## src/kpi_pkg.sv

```systemverilog
/*
 * kpi_pkg: register map, field positions, bus codes and shared types
 * for the keypad pin interrupt unit.
 * Assumes a 32-bit AXI4-Lite register bus with byte addresses.
 */
package kpi_pkg;

    // register byte offsets, one aligned word each
    localparam logic [7:0] KPI_OFS_STATUS_CTRL = 8'h00;
    localparam logic [7:0] KPI_OFS_PIN_ENABLE  = 8'h04;
    localparam logic [7:0] KPI_OFS_PIN_POLAR   = 8'h08;

    // decoded register selector
    localparam logic [1:0] KPI_SEL_STATUS_CTRL = 2'h0;
    localparam logic [1:0] KPI_SEL_PIN_ENABLE  = 2'h1;
    localparam logic [1:0] KPI_SEL_PIN_POLAR   = 2'h2;
    localparam logic [1:0] KPI_SEL_NONE        = 2'h3;

    // key_status_control field positions
    localparam int KPI_BIT_PENDING = 3;
    localparam int KPI_BIT_ACK     = 2;
    localparam int KPI_BIT_MASK    = 1;
    localparam int KPI_BIT_MODE    = 0;

    // register width and reset values
    localparam int         KPI_REG_W        = 8;
    localparam logic [7:0] KPI_RST_ENABLE   = 8'h00;
    localparam logic [7:0] KPI_RST_POLARITY = 8'h00;
    localparam logic       KPI_RST_MASK     = 1'b0;
    localparam logic       KPI_RST_MODE     = 1'b0;

    // AXI response codes
    localparam logic [1:0] KPI_RESP_OKAY   = 2'h0;
    localparam logic [1:0] KPI_RESP_SLVERR = 2'h2;

    // control bits of key_status_control that software keeps
    typedef struct packed {
        logic mask;
        logic mode;
    } kpi_ctrl_type;

    // bus channel states
    typedef enum logic [1:0] {
        KPI_CH_IDLE = 2'b00,
        KPI_CH_RESP = 2'b01
    } kpi_ch_state_type;

endpackage

```

## src/kpi_keypad_irq.sv

```systemverilog
/*
 * kpi_keypad_irq: keypad pin interrupt unit with an AXI4-Lite slave.
 * Watches key pins, latches one shared request and drives a maskable
 * interrupt. Assumes aclk at 40 MHz, synchronous active-low reset, a
 * one-cycle vector fetch pulse from the core, and an outside pad and
 * break controller that use the pull and break signals.
 */
// The address map and the AXI4-Lite interface to the registers are this design's own decisions.
`timescale 1ns/1ps
`default_nettype none

module kpi_keypad_irq #(
    parameter int NUM_PINS = 6
) (
    input  wire logic                aclk,
    input  wire logic                aresetn,
    input  wire logic [31:0]         s_axi_awaddr,
    input  wire logic                s_axi_awvalid,
    output logic                     s_axi_awready,
    input  wire logic [31:0]         s_axi_wdata,
    input  wire logic [3:0]          s_axi_wstrb,
    input  wire logic                s_axi_wvalid,
    output logic                     s_axi_wready,
    output logic [1:0]               s_axi_bresp,
    output logic                     s_axi_bvalid,
    input  wire logic                s_axi_bready,
    input  wire logic [31:0]         s_axi_araddr,
    input  wire logic                s_axi_arvalid,
    output logic                     s_axi_arready,
    output logic [31:0]              s_axi_rdata,
    output logic [1:0]               s_axi_rresp,
    output logic                     s_axi_rvalid,
    input  wire logic                s_axi_rready,
    input  wire logic [NUM_PINS-1:0] key_input_pins,
    input  wire logic                vector_fetch_ack,
    input  wire logic                break_active,
    input  wire logic                break_clear_enable,
    output logic                     irq_req,
    output logic                     wake_req,
    output logic [NUM_PINS-1:0]      pull_up_en,
    output logic [NUM_PINS-1:0]      pull_down_en,
    output logic [NUM_PINS-1:0]      pin_force_input
);

    // byte address to register selector, shared by both channels
    function automatic logic [1:0] reg_sel(input logic [31:0] addr);
        logic [1:0] sel;
        sel = kpi_pkg::KPI_SEL_NONE;
        if (addr[31:8] == 24'h000000) begin
            case (addr[7:0])
                kpi_pkg::KPI_OFS_STATUS_CTRL:
                    sel = kpi_pkg::KPI_SEL_STATUS_CTRL;
                kpi_pkg::KPI_OFS_PIN_ENABLE:
                    sel = kpi_pkg::KPI_SEL_PIN_ENABLE;
                kpi_pkg::KPI_OFS_PIN_POLAR:
                    sel = kpi_pkg::KPI_SEL_PIN_POLAR;
                default:
                    sel = kpi_pkg::KPI_SEL_NONE;
            endcase
        end
        return sel;
    endfunction

    kpi_pkg::kpi_ctrl_type          ctrl_q;
    logic [NUM_PINS-1:0]            en_q;
    logic [NUM_PINS-1:0]            pol_q;
    logic [NUM_PINS-1:0]            sync1_q;
    logic [NUM_PINS-1:0]            sync2_q;
    logic [NUM_PINS-1:0]            prev_q;
    logic                           latch_q;
    logic                           vec_ack_q;
    logic [NUM_PINS-1:0]            asserted_now;
    logic [NUM_PINS-1:0]            asserted_prev;
    logic                           any_now;
    logic                           any_prev;
    logic                           edge_set;
    logic                           pending;
    logic                           sw_ack;
    logic                           ack_any;
    logic                           latch_d;

    kpi_pkg::kpi_ch_state_type      wr_state_q;
    kpi_pkg::kpi_ch_state_type      rd_state_q;
    logic                           aw_full_q;
    logic                           w_full_q;
    logic [31:0]                    aw_addr_q;
    logic [31:0]                    w_data_q;
    logic                           w_lane0_q;
    logic                           aw_take;
    logic                           w_take;
    logic                           aw_have;
    logic                           w_have;
    logic                           wr_fire;
    logic [31:0]                    wr_addr;
    logic [31:0]                    wr_data;
    logic                           wr_lane0;
    logic [1:0]                     wr_sel;
    logic                           wr_ok;
    logic                           ar_take;
    logic [1:0]                     rd_sel;
    logic [31:0]                    rd_word;
    logic                           sts_protect;

    // two-flop pin synchroniser plus one older sample for edges
    always_ff @(posedge aclk) begin
        if (!aresetn) begin
            sync1_q <= '0;
            sync2_q <= '0;
            prev_q  <= '0;
        end else begin
            sync1_q <= key_input_pins;
            sync2_q <= sync1_q;
            prev_q  <= sync2_q;
        end
    end

    // per-pin assertion, from the current and the one-older sample
    genvar gi;
    generate
        for (gi = 0; gi < NUM_PINS; gi++) begin : g_pin
            assign asserted_now[gi]  = en_q[gi] &
                                       (pol_q[gi] ? sync2_q[gi]
                                                  : ~sync2_q[gi]);
            assign asserted_prev[gi] = en_q[gi] &
                                       (pol_q[gi] ? prev_q[gi]
                                                  : ~prev_q[gi]);
        end
    endgenerate

    // combined view: an edge only counts when no other pin was asserted
    assign any_now  = |asserted_now;
    assign any_prev = |asserted_prev;
    assign edge_set = any_now & ~any_prev;

    // break protects status unless the clear enable is set
    // break blocks the software status clear; a vector fetch still clears
    assign sts_protect = break_active & ~break_clear_enable;

    assign sw_ack  = wr_fire & wr_ok & wr_lane0 &
                     (wr_sel == kpi_pkg::KPI_SEL_STATUS_CTRL) &
                     wr_data[kpi_pkg::KPI_BIT_ACK] & ~sts_protect;
    assign ack_any = sw_ack | vec_ack_q;

    assign latch_d = edge_set | (latch_q & ~ack_any);

    assign pending = latch_q | (ctrl_q.mode & any_now);

    // request latch and vector pulse register
    // reset clears request
    always_ff @(posedge aclk) begin
        if (!aresetn) begin
            latch_q   <= 1'b0;
            vec_ack_q <= 1'b0;
        end else begin
            latch_q   <= latch_d;
            vec_ack_q <= vector_fetch_ack; // one-cycle pulse in
        end
    end

    // interrupt, wake and pad outputs, all registered
    // mask gates request
    always_ff @(posedge aclk) begin
        if (!aresetn) begin
            irq_req         <= 1'b0;
            wake_req        <= 1'b0;
            pull_up_en      <= '0;
            pull_down_en    <= '0;
            pin_force_input <= '0;
        end else begin
            irq_req         <= pending & ~ctrl_q.mask;
            wake_req        <= pending & ~ctrl_q.mask;
            pull_up_en      <= en_q & ~pol_q;
            pull_down_en    <= en_q & pol_q;
            pin_force_input <= en_q;
        end
    end

    // write channel: address and data taken in either order
    assign aw_take  = s_axi_awvalid & s_axi_awready;
    assign w_take   = s_axi_wvalid & s_axi_wready;
    assign aw_have  = aw_full_q | aw_take;
    assign w_have   = w_full_q | w_take;
    assign wr_fire  = (wr_state_q == kpi_pkg::KPI_CH_IDLE) &
                      aw_have & w_have;
    assign wr_addr  = aw_full_q ? aw_addr_q : s_axi_awaddr;
    assign wr_data  = w_full_q ? w_data_q : s_axi_wdata;
    assign wr_lane0 = w_full_q ? w_lane0_q : s_axi_wstrb[0];
    assign wr_sel   = reg_sel(wr_addr);
    assign wr_ok    = (wr_sel != kpi_pkg::KPI_SEL_NONE);

    // write channel handshake and response
    always_ff @(posedge aclk) begin
        if (!aresetn) begin
            wr_state_q    <= kpi_pkg::KPI_CH_IDLE;
            aw_full_q     <= 1'b0;
            w_full_q      <= 1'b0;
            aw_addr_q     <= '0;
            w_data_q      <= '0;
            w_lane0_q     <= 1'b0;
            s_axi_awready <= 1'b0;
            s_axi_wready  <= 1'b0;
            s_axi_bvalid  <= 1'b0;
            s_axi_bresp   <= kpi_pkg::KPI_RESP_OKAY;
        end else begin
            if (aw_take) begin
                aw_addr_q <= s_axi_awaddr;
            end
            if (w_take) begin
                w_data_q  <= s_axi_wdata;
                w_lane0_q <= s_axi_wstrb[0];
            end
            case (wr_state_q)
                kpi_pkg::KPI_CH_IDLE: begin
                    if (wr_fire) begin
                        wr_state_q    <= kpi_pkg::KPI_CH_RESP;
                        aw_full_q     <= 1'b0;
                        w_full_q      <= 1'b0;
                        s_axi_awready <= 1'b0;
                        s_axi_wready  <= 1'b0;
                        s_axi_bvalid  <= 1'b1;
                        s_axi_bresp   <= wr_ok ? kpi_pkg::KPI_RESP_OKAY
                                               : kpi_pkg::KPI_RESP_SLVERR;
                    end else begin
                        aw_full_q     <= aw_have;
                        w_full_q      <= w_have;
                        s_axi_awready <= ~aw_have;
                        s_axi_wready  <= ~w_have;
                    end
                end
                kpi_pkg::KPI_CH_RESP: begin
                    if (s_axi_bready) begin
                        wr_state_q    <= kpi_pkg::KPI_CH_IDLE;
                        s_axi_bvalid  <= 1'b0;
                        s_axi_awready <= 1'b1;
                        s_axi_wready  <= 1'b1;
                    end
                end
                default: begin
                    wr_state_q <= kpi_pkg::KPI_CH_IDLE;
                end
            endcase
        end
    end

    // software registers; only the low byte lane carries them
    always_ff @(posedge aclk) begin
        if (!aresetn) begin
            ctrl_q.mask <= kpi_pkg::KPI_RST_MASK;
            ctrl_q.mode <= kpi_pkg::KPI_RST_MODE; // mode cleared
            en_q        <= kpi_pkg::KPI_RST_ENABLE[NUM_PINS-1:0];
            pol_q       <= kpi_pkg::KPI_RST_POLARITY[NUM_PINS-1:0];
        end else if (wr_fire & wr_lane0) begin
            case (wr_sel)
                kpi_pkg::KPI_SEL_STATUS_CTRL: begin
                    ctrl_q.mask <= wr_data[kpi_pkg::KPI_BIT_MASK];
                    ctrl_q.mode <= wr_data[kpi_pkg::KPI_BIT_MODE];
                end
                kpi_pkg::KPI_SEL_PIN_ENABLE: begin
                    en_q <= wr_data[NUM_PINS-1:0];
                end
                kpi_pkg::KPI_SEL_PIN_POLAR: begin
                    pol_q <= wr_data[NUM_PINS-1:0];
                end
                default: begin
                    en_q <= en_q;
                end
            endcase
        end
    end

    // read data mux; unused and reserved bits read zero
    assign ar_take = s_axi_arvalid & s_axi_arready;
    assign rd_sel  = reg_sel(s_axi_araddr);
    always_comb begin
        rd_word = '0;
        case (rd_sel)
            kpi_pkg::KPI_SEL_STATUS_CTRL: begin
                rd_word[kpi_pkg::KPI_BIT_PENDING] = pending;
                rd_word[kpi_pkg::KPI_BIT_MASK]    = ctrl_q.mask;
                rd_word[kpi_pkg::KPI_BIT_MODE]    = ctrl_q.mode;
            end
            kpi_pkg::KPI_SEL_PIN_ENABLE: begin
                rd_word[NUM_PINS-1:0] = en_q;
            end
            kpi_pkg::KPI_SEL_PIN_POLAR: begin
                rd_word[NUM_PINS-1:0] = pol_q;
            end
            default: begin
                rd_word = '0;
            end
        endcase
    end

    // read channel: one word per request, answer the edge after taking
    always_ff @(posedge aclk) begin
        if (!aresetn) begin
            rd_state_q    <= kpi_pkg::KPI_CH_IDLE;
            s_axi_arready <= 1'b0;
            s_axi_rvalid  <= 1'b0;
            s_axi_rdata   <= '0;
            s_axi_rresp   <= kpi_pkg::KPI_RESP_OKAY;
        end else begin
            case (rd_state_q)
                kpi_pkg::KPI_CH_IDLE: begin
                    s_axi_arready <= ~ar_take;
                    if (ar_take) begin
                        rd_state_q   <= kpi_pkg::KPI_CH_RESP;
                        s_axi_rvalid <= 1'b1;
                        s_axi_rdata  <= rd_word;
                        s_axi_rresp  <= (rd_sel == kpi_pkg::KPI_SEL_NONE)
                                      ? kpi_pkg::KPI_RESP_SLVERR
                                      : kpi_pkg::KPI_RESP_OKAY;
                    end
                end
                kpi_pkg::KPI_CH_RESP: begin
                    if (s_axi_rready) begin
                        rd_state_q    <= kpi_pkg::KPI_CH_IDLE;
                        s_axi_rvalid  <= 1'b0;
                        s_axi_arready <= 1'b1;
                    end
                end
                default: begin
                    rd_state_q <= kpi_pkg::KPI_CH_IDLE;
                end
            endcase
        end
    end
endmodule

`default_nettype wire

```

## config.mk

```make
export PLATFORM = sky130hd
export DESIGN_NAME = kpi_keypad_irq
export DESIGN_NICKNAME = d
export VERILOG_FILES = /design/src/kpi_pkg.sv /design/src/kpi_keypad_irq.sv
export SDC_FILE = /design/constraint.sdc
export NUM_CORES = 1
export LEC_CHECK = 0
export BUFFER_PORTS_ARGS = -buffer_cell sky130_fd_sc_hd__buf_2
export CAP_MARGIN = 0
export CELL_PAD_IN_SITES_DETAIL_PLACEMENT = 1
export CELL_PAD_IN_SITES_GLOBAL_PLACEMENT = 1
export CORE_ASPECT_RATIO = 1.2
export CORE_MARGIN = 5
export CORE_UTILIZATION = 30
export CTS_CLUSTER_DIAMETER = 50
export CTS_CLUSTER_SIZE = 16
export DETAILED_ROUTE_END_ITERATION = 6
export GPL_TIMING_DRIVEN = 0
export PLACE_DENSITY = 0.72
export SLEW_MARGIN = 10
export SYNTH_ARGS = -nofsm -noshare
export SYNTH_HDL_FRONTEND = slang
export SYNTH_SLANG_ARGS = --single-unit
export TNS_END_PERCENT = 1
```

## constraint.sdc

```tcl
create_clock -name aclk -period 5.1 [get_ports aclk]
set_input_delay 1.02 -clock aclk [delete_from_list [all_inputs] [get_ports aclk]]
set_output_delay 1.02 -clock aclk [all_outputs]
set_load 0.1 [all_outputs]
```

==> summary.txt, run 1 <==
LAYOUT
------------------------------------------------------------------------------
ANT cells .......................................................            0
Share of the core filled with cells .............................        39.5%
P&R area growth vs syn ..........................................        28.1%
Layout cells sized above 1 ......................................        26.5%
Net total in the final layout ...................................          773

TIMING
------------------------------------------------------------------------------
Minimum clock period after layout ...............................      2.81 ns
Highest Clock Rate ..............................................      356 MHz
Rel. slew slack .................................................        60.3%
RSZ-0062 raised after global routing ............................        false
Setup Total Neg Slack ...........................................         0 ns
Final count of hold timing violations ...........................            0
Max Clock Skew ..................................................   0.00713 ns
Final worst-path cycle share ....................................        55.1%
Number of pins with negative max-slew slack in the final report .            0
Pin slew with the least headroom to its limit ...................     0.595 ns
Final number of setup-violating endpoints .......................            0

CTS
------------------------------------------------------------------------------
Maximum number of buffers from clock root to sink ...............            2
Number of clock sinks seen by CTS ...............................          107
Number of CTS-inserted buffers ..................................            9
PostCTS Resize Cnt ..............................................            0
Worst-path clk slew .............................................      0.07 ns
Number of levels in the clock H-tree ............................            3
Hold Buf Count CTS ..............................................            0
Number of setup buffers added after CTS .........................            0
Clk Tree Root Cell .............................................. sky130_fd_sc_hd__clkbuf_16
TritonCTS clock tree ............................................         done
Clock insertion delay at the later pin of the skew report .......      0.35 ns

SYNTH
------------------------------------------------------------------------------
Netlist area before placement ...................................     4460 um2
Yosys warning total .............................................            0
Main synth FF type .............................................. sky130_fd_sc_hd__dfxtp_1
Register bit count reported by yosys ............................          107
Number of distinct library cells after synthesis ................           39
Syn Area/Cell ...................................................     9.00 um2
Async set or reset register ratio after synthesis ...............           0%
Gate Count Post-Synth ...........................................          496
Post-synth EDFFs ................................................            0
Seq/Total Area, Yosys ...........................................        48.0%

WORST SETUP PATH
------------------------------------------------------------------------------
CP Data Arrival Time ............................................      3.05 ns
Crit-path max cell delay ........................................      0.46 ns
Critical Path End Type ..........................................     register
List of cells traversed by the critical path .................... buf_2, nor4_1, nand4_1, or3_1, ha_1, a222oi_1, a211oi_1, o21ai_0, a21boi_0
Nature of the critical path startpoint ..........................    input pin
Worst Reg2Reg Path Length in Cells ..............................            6
Data required time at the worst endpoint ........................      5.34 ns
Max stage delay cell, worst path ................................ sky130_fd_sc_hd__a222oi_1
Highest net fanout along the worst path .........................            6
Crit Path Class .................................................    in -> reg

FLOORPLANNING
------------------------------------------------------------------------------
Height of the die ...............................................       144 um
Placement row count .............................................           48
Area of the die .................................................    17400 um2
Die outline width ...............................................       121 um
Number of top-level design ports ................................          177
Initial standard-cell utilization of the core ...................        30.8%
Core Region .....................................................    14500 um2

DETAILED ROUTING
------------------------------------------------------------------------------
Number of vias after detailed routing ...........................         3844
Number of nets with antenna violations after routing ............            0
Routed length per instance ......................................      15.1 um
Number of vias per cell after detailed routing ..................         4.49
Remaining design rule violation count ...........................            0
Final routed wirelength across all metal layers .................      12.9 mm
Number of iterations in the first detailed-routing pass .........            4
Iteration-0 DRC Markers .........................................          183

GRT
------------------------------------------------------------------------------
Global router's overall resource usage ..........................        15.0%
Global-route wire length before repair ..........................      20.6 mm
Largest net degree at the start of global routing ...............           16
Initial antenna violation count .................................            0
Via count of the first global-routing pass ......................         4136
Residual overflow from global routing ...........................            0

MIN PATH
------------------------------------------------------------------------------
Min-Delay Path Depth ............................................            1
Path type of the worst min-delay path ...........................   reg -> reg

PWR
------------------------------------------------------------------------------
Leak Pwr ........................................................      2.61 nW
Worst VDD drop ..................................................   0.000144 V
PD cells ........................................................   335 nW/um2

STATUS
------------------------------------------------------------------------------
Result of the run ............................................... finished clean

PLACED DESIGN
------------------------------------------------------------------------------
HPWL Detailed ...................................................      10.3 mm
RePlAce Congestion ..............................................        0.847
Number of buffers inserted by port buffering ....................          118

JOB
------------------------------------------------------------------------------
Maximum Capacitance Violations ..................................            0

## worst max-delay path: cells and delay by family
kind	cells	cell delay [ns]
buffers and inverters	1	0.10
adder cells (fa/ha/maj)	1	0.29
AND/OR/NAND/NOR	3	0.88
AO/OA/AOI/OAI	4	0.77
## final timing paths
path | startpoint | endpoint | slack [ns]
setup / recovery | s_axi_araddr[16] | s_axi_rdata[3]$_SDFFE_PN0P_ | 2.29
hold / removal | sync1_q[4]$_SDFF_PN0_ | sync2_q[4]$_SDFF_PN0_ | 0.43
setup reg to reg | s_axi_awready$_SDFFE_PN0P_ | en_q[3]$_SDFFE_PN0P_ | 3.03
hold reg to reg | sync1_q[4]$_SDFF_PN0_ | sync2_q[4]$_SDFF_PN0_ | 0.43
## placed cells by master, fill, tap and decap left out, types with 3 or more instances in the layout
cell,synthesis,routed
sky130_fd_sc_hd__buf_4,29,29
sky130_fd_sc_hd__o21ai_0,7,7
sky130_fd_sc_hd__and2_1,22,22
sky130_fd_sc_hd__nor3_1,6,6
sky130_fd_sc_hd__buf_2,2,120
sky130_fd_sc_hd__a222oi_1,4,4
sky130_fd_sc_hd__and3_1,6,6
sky130_fd_sc_hd__mux2_2,8,8
sky130_fd_sc_hd__mux2i_1,16,16
sky130_fd_sc_hd__ha_1,5,5
sky130_fd_sc_hd__a21oi_1,3,3
sky130_fd_sc_hd__a21boi_0,41,41
sky130_fd_sc_hd__dfxtp_1,107,107
sky130_fd_sc_hd__nand3_1,6,6
sky130_fd_sc_hd__nor2_1,28,28
sky130_fd_sc_hd__conb_1,1,28
sky130_fd_sc_hd__nor2b_1,7,7
sky130_fd_sc_hd__a22oi_1,10,10
sky130_fd_sc_hd__nand2_1,106,106
sky130_fd_sc_hd__clkbuf_8,0,4
sky130_fd_sc_hd__xnor2_1,11,11
sky130_fd_sc_hd__nand4_1,4,4
sky130_fd_sc_hd__clkbuf_16,0,9
sky130_fd_sc_hd__or3_1,3,3
sky130_fd_sc_hd__nor4_1,18,18
sky130_fd_sc_hd__inv_1,12,12
sky130_fd_sc_hd__clkbuf_1,20,21
## sequential cells by signal, indices dropped and copies added (netlist names), 2 cells and up
name / cells
s_axi_rdata: 6
pull_down_en: 6
sync2_q: 6
pull_up_en: 6
aw_addr_q: 32
prev_q: 6
ctrl_q: 2
w_data_q: 6
sync1_q: 6
pol_q: 6
pin_force_input: 6
en_q: 6
## cell families after synthesis
kind of cell | after synthesis | share of synthesized area (%)
simple gates | 211 | 22.2
flops | 107 | 48.0
compound gates | 73 | 12.5
buf+inv | 63 | 7.79
mux | 24 | 5.61
xor+xnor | 12 | 2.35
fa+ha+maj | 5 | 1.40
other cells | 1 | 0.0840
## per-stage QoR
step | hold slack (ns) | cells | area (um2) | total power [mW] | setup slack, ns
floorplan | 0.412 | 523 | 4560 | 1.12 | 2.28
global placement | 0.416 | 841 | 5410 | 1.19 | 1.95
detailed placement | 0.421 | 841 | 5410 | 1.20 | 1.90
CTS | 0.437 | 856 | 5720 | 1.94 | 2.29
global route | 0.459 | 856 | 5720 | 2.00 | 2.11
finish | 0.435 | 856 | 5720 | 1.91 | 2.29
## metal layers
metal  GRT usage (%)  wire (um)
met3            2.76        549
met2            27.2       6700
met4            6.67        327
met1            17.2       5370
met5               0          0
## power by group
part / internal (mW) / switching, mW / leakage, nW / total [mW]
clock network: 0.432 / 0.304 / 0.155 / 0.736
registers: 0.864 / 0.0153 / 0.871 / 0.879
logic: 0.0846 / 0.214 / 1.58 / 0.299
## cell usage after synthesis, drive strengths merged, types with 6 or more instances
| cell | count | area (um2) |
|---|---|---|
| dfxtp | 107 | 2140 |
| nand2 | 106 | 398 |
| a21boi | 41 | 308 |
| buf | 31 | 228 |
| nor2 | 28 | 105 |
| and2 | 22 | 138 |
| clkbuf | 20 | 75.1 |
| nor4 | 18 | 113 |
| mux2i | 16 | 160 |
| inv | 12 | 45.0 |
| xnor2 | 11 | 96.3 |
| a22oi | 10 | 75.1 |
| mux2 | 8 | 90.1 |
| nand3 | 7 | 40.0 |
| nor2b | 7 | 43.8 |
| o21ai | 7 | 35.0 |
| and3 | 6 | 37.5 |
| nor3 | 6 | 30.0 |
## cell type report
class / instances / area, um2
fillers: 1758 / 8750
flip-flops and latches: 107 / 2140
multi-input cells: 353 / 2070
repair buffers: 118 / 591
plain buffers: 51 / 303
clock buffers: 14 / 284
well taps: 200 / 250
inverters: 12 / 45.0
clock inverters: 1 / 30.0
Power figures use the tool's default switching activity.
==> inputs of run 2 (changes only) <==
--- a/config.mk
+++ b/config.mk
@@ -16,7 +16,7 @@
 export CTS_CLUSTER_SIZE = 16
 export DETAILED_ROUTE_END_ITERATION = 6
 export GPL_TIMING_DRIVEN = 0
-export PLACE_DENSITY = 0.72
+export PLACE_DENSITY = 0.74
 export SLEW_MARGIN = 10
 export SYNTH_ARGS = -nofsm -noshare
 export SYNTH_HDL_FRONTEND = slang
==> constraint.sdc (replaced) <==
create_clock -name aclk -period 2.4 [get_ports aclk]
set_input_delay 0.48 -clock aclk [delete_from_list [all_inputs] [get_ports aclk]]
set_output_delay 0.48 -clock aclk [all_outputs]
set_load 0.1 [all_outputs]
==> summary.txt, run 2 (synthesis results as in run 1) <==
DETAILED ROUTING
------------------------------------------------------------------------------
Number of vias after detailed routing ...........................         3896   was 3844
Number of iterations in the first detailed-routing pass .........            4   unchanged
Iteration-0 DRC Markers .........................................          231   was 183
Remaining design rule violation count ...........................            0   unchanged
Final routed wirelength across all metal layers .................      13.2 mm   was 12.9 mm
Routed length per instance ......................................      15.4 um   was 15.1 um
Number of vias per cell after detailed routing ..................         4.54   was 4.49
Number of nets with antenna violations after routing ............            0   unchanged

LAYOUT
------------------------------------------------------------------------------
ANT cells .......................................................            0   unchanged
Area used by multi-input combinational logic ....................     2140 um2   was 2070 um2
Share of the core filled with cells .............................        40.2%   was 39.5%
Most used cells in the layout excluding fill and tap cells ...... sky130_fd_sc_hd__buf_2 (120), sky130_fd_sc_hd__nand2_1 (106), sky130_fd_sc_hd__dfxtp_1 (106)   was sky130_fd_sc_hd__buf_2 (120), sky130_fd_sc_hd__dfxtp_1 (107), sky130_fd_sc_hd__nand2_1 (106)
Fill cell count .................................................         1731   was 1758
Register containing the most flip-flops in the final layout .....    aw_addr_q   unchanged
P&R area growth vs syn ..........................................        30.2%   was 28.1%
Non-filler cells, final .........................................          858   was 856
Net total in the final layout ...................................          774   was 773
Register area ...................................................     2140 um2   about the same
Largest register FFs ............................................           32   unchanged
Most common cell after layout, fill and taps aside .............. sky130_fd_sc_hd__buf_2   unchanged
Layout cells sized above 1 ......................................        28.7%   was 26.5%

CTS
------------------------------------------------------------------------------
Clk Tree Root Cell .............................................. sky130_fd_sc_hd__clkbuf_16   unchanged
TritonCTS clock tree ............................................         done   unchanged
Number of CTS-inserted buffers ..................................            9   unchanged
Hold Buf Count CTS ..............................................            0   unchanged
Clock insertion delay at the later pin of the skew report .......      0.35 ns   about the same
Maximum number of buffers from clock root to sink ...............            2   unchanged
Worst-path clk slew .............................................      0.07 ns   about the same
Number of levels in the clock H-tree ............................            3   unchanged
Number of clock sinks seen by CTS ...............................          107   unchanged

GRT
------------------------------------------------------------------------------
Largest net degree at the start of global routing ...............           18   was 16
Global-route wire length before repair ..........................      21.2 mm   was 20.6 mm
Via count of the first global-routing pass ......................         4320   was 4136
Initial antenna violation count .................................            0   unchanged
Global router's overall resource usage ..........................        15.3%   was 15.0%
Residual overflow from global routing ...........................            0   unchanged

WORST SETUP PATH
------------------------------------------------------------------------------
CP Data Arrival Time ............................................      2.46 ns   was 3.05 ns
Crit Path Class .................................................    in -> reg   unchanged
Flop-to-flop setup slack ........................................      0.36 ns   was 3.03 ns
Highest net fanout along the worst path .........................            4   was 6
Launching point of the worst reg2reg path ....................... aw_full_q$_SDFFE_PN0N_   was s_axi_awready$_SDFFE_PN0P_
Data required time at the worst endpoint ........................      2.68 ns   was 5.34 ns
Critical path capture point ..................................... s_axi_rdata[3]$_SDFFE_PN0P_   unchanged
Nature of the critical path startpoint ..........................    input pin   unchanged
End of the worst register-to-register path ...................... latch_q$_SDFF_PN0_   was en_q[3]$_SDFFE_PN0P_
Worst Reg2Reg Path Length in Cells ..............................            6   unchanged
Timing startpoint of the critical path .......................... s_axi_araddr[11]   was s_axi_araddr[16]
Critical Path End Type ..........................................     register   unchanged

TIMING
------------------------------------------------------------------------------
Minimum clock period after layout ...............................      2.18 ns
Highest Clock Rate ..............................................      458 MHz
Rel. slew slack .................................................        62.9%   was 60.3%
Final worst-path cycle share ....................................        91.0%
Worst hold slack ................................................     0.328 ns   was 0.435 ns
Final count of hold timing violations ...........................            0   unchanged
Worst-case setup margin in the final layout .....................     0.216 ns   was 2.29 ns
Max Clock Skew ..................................................   0.00565 ns   was 0.00713 ns
Number of pins with negative max-slew slack in the final report .            0   unchanged
Final number of setup-violating endpoints .......................            0   unchanged
RSZ-0062 raised after global routing ............................        false   unchanged
Pin slew with the least headroom to its limit ...................     0.557 ns   was 0.595 ns

PWR
------------------------------------------------------------------------------
Worst VDD drop ..................................................   0.000500 V   was 0.000144 V
PD cells ........................................................   715 nW/um2   was 335 nW/um2
Post-layout total power .........................................      4.15 mW   was 1.91 mW
Leak Pwr ........................................................      2.61 nW   about the same

FLOORPLANNING
------------------------------------------------------------------------------
Height of the die ...............................................       144 um   unchanged
Area of the die .................................................    17400 um2   unchanged
Initial standard-cell utilization of the core ...................        30.8%   unchanged
Number of top-level design ports ................................          177   unchanged
Placement row count .............................................           48   unchanged
Die outline width ...............................................       121 um   unchanged
Core Region .....................................................    14500 um2   unchanged

STATUS
------------------------------------------------------------------------------
Result of the run ............................................... finished clean   unchanged

PLACED DESIGN
------------------------------------------------------------------------------
Worst-case setup slack after placement ..........................    -0.342 ns   was 1.90 ns
RePlAce Congestion ..............................................        0.863   was 0.847
Number of cells in the design after placement ...................          841   unchanged
Number of buffers inserted by port buffering ....................          118   unchanged
HPWL Detailed ...................................................      10.4 mm   was 10.3 mm

MIN PATH
------------------------------------------------------------------------------
Path type of the worst min-delay path ...........................    in -> reg   was reg -> reg
Startpoint of the most critical hold path ....................... key_input_pins[3]   was sync1_q[4]$_SDFF_PN0_

JOB
------------------------------------------------------------------------------
Maximum Capacitance Violations ..................................            0   unchanged

## run 2: changes by cell type in the layout (fill, tap and decap cells not counted), moves of 2 or more
cell                         delta
sky130_fd_sc_hd__clkbuf_8       -2
sky130_fd_sc_hd__clkinvlp_4     +2
sky130_fd_sc_hd__ha_1           -3
sky130_fd_sc_hd__ha_4           +2
sky130_fd_sc_hd__inv_1          -2
sky130_fd_sc_hd__inv_2          +2
sky130_fd_sc_hd__nor4_1         -3
sky130_fd_sc_hd__nor4_2         +3
sky130_fd_sc_hd__or3_1          -2
sky130_fd_sc_hd__or3_4          +2
## run 2: worst min path at each step
stage                            end  slack [ns]  cells past startpoint
2_1_floorplan  sync2_q[0]$_SDFF_PN0_        0.41                      1
3_3_place_gp   sync2_q[4]$_SDFF_PN0_        0.42                      1
3_5_place_dp   sync2_q[4]$_SDFF_PN0_        0.42                      1
4_1_cts        sync1_q[3]$_SDFF_PN0_        0.31                      2
5_1_grt        sync1_q[3]$_SDFF_PN0_        0.32                      2
6_report       sync1_q[3]$_SDFF_PN0_        0.33                      2
## run 2: layout make-up
class | count | share of cell area [%]
Tap cell | 200 | 4.31
Clock buffer | 11 | 4.35
Sequential cell | 107 | 36.9
Clock inverter | 5 | 1.44
Buffer | 51 | 5.21
Timing Repair Buffer | 119 | 10.3
Inverter | 12 | 0.775
Multi-Input combinational cell | 353 | 36.7
## run 2: metrics by stage
step           setup TNS (ns)  cell area (um2)
6_report                    0             5810
5_1_grt                     0             5810
4_1_cts                     0             5740
3_5_place_dp           -0.692             5410
3_3_place_gp           -0.385             5410
2_1_floorplan               0             4570
## run 2: worst max-delay path: stages
cell	delay [ns]
sky130_fd_sc_hd__buf_2	0.10
sky130_fd_sc_hd__nor4_1	0.27
sky130_fd_sc_hd__nand4_1	0.16
sky130_fd_sc_hd__or3_4	0.44
sky130_fd_sc_hd__inv_2	0.11
sky130_fd_sc_hd__ha_2	0.21
sky130_fd_sc_hd__a222oi_1	0.09
sky130_fd_sc_hd__buf_4	0.17
sky130_fd_sc_hd__a211oi_2	0.18
sky130_fd_sc_hd__o21ai_0	0.11
sky130_fd_sc_hd__a21boi_0	0.14
## run 2: what timing repair did
item / 4_1_cts / 5_1_grt
gates resized for setup: 0 / 13
setup endpoints to repair: 0 / 2
buffers inserted: 0 / 1
## run 2: power by group
| part | switching (mW) | internal [mW] | total (mW) |
|---|---|---|---|
| logic | 0.457 | 0.181 | 0.638 |
| clock network | 0.671 | 0.975 | 1.65 |
| registers | 0.0340 | 1.84 | 1.87 |
| total | 1.16 | 2.99 | 4.15 |
## run 2: routing by layer
metal | up-vias | global-route usage, % | share of wire, %
li1 | 1932 | - | -
met4 | 0 | 6.78 | 2.3
met1 | 1859 | 16.7 | 41
met3 | 16 | 3.27 | 4.2
met5 | - | 0 | 0
met2 | 89 | 28.4 | 53
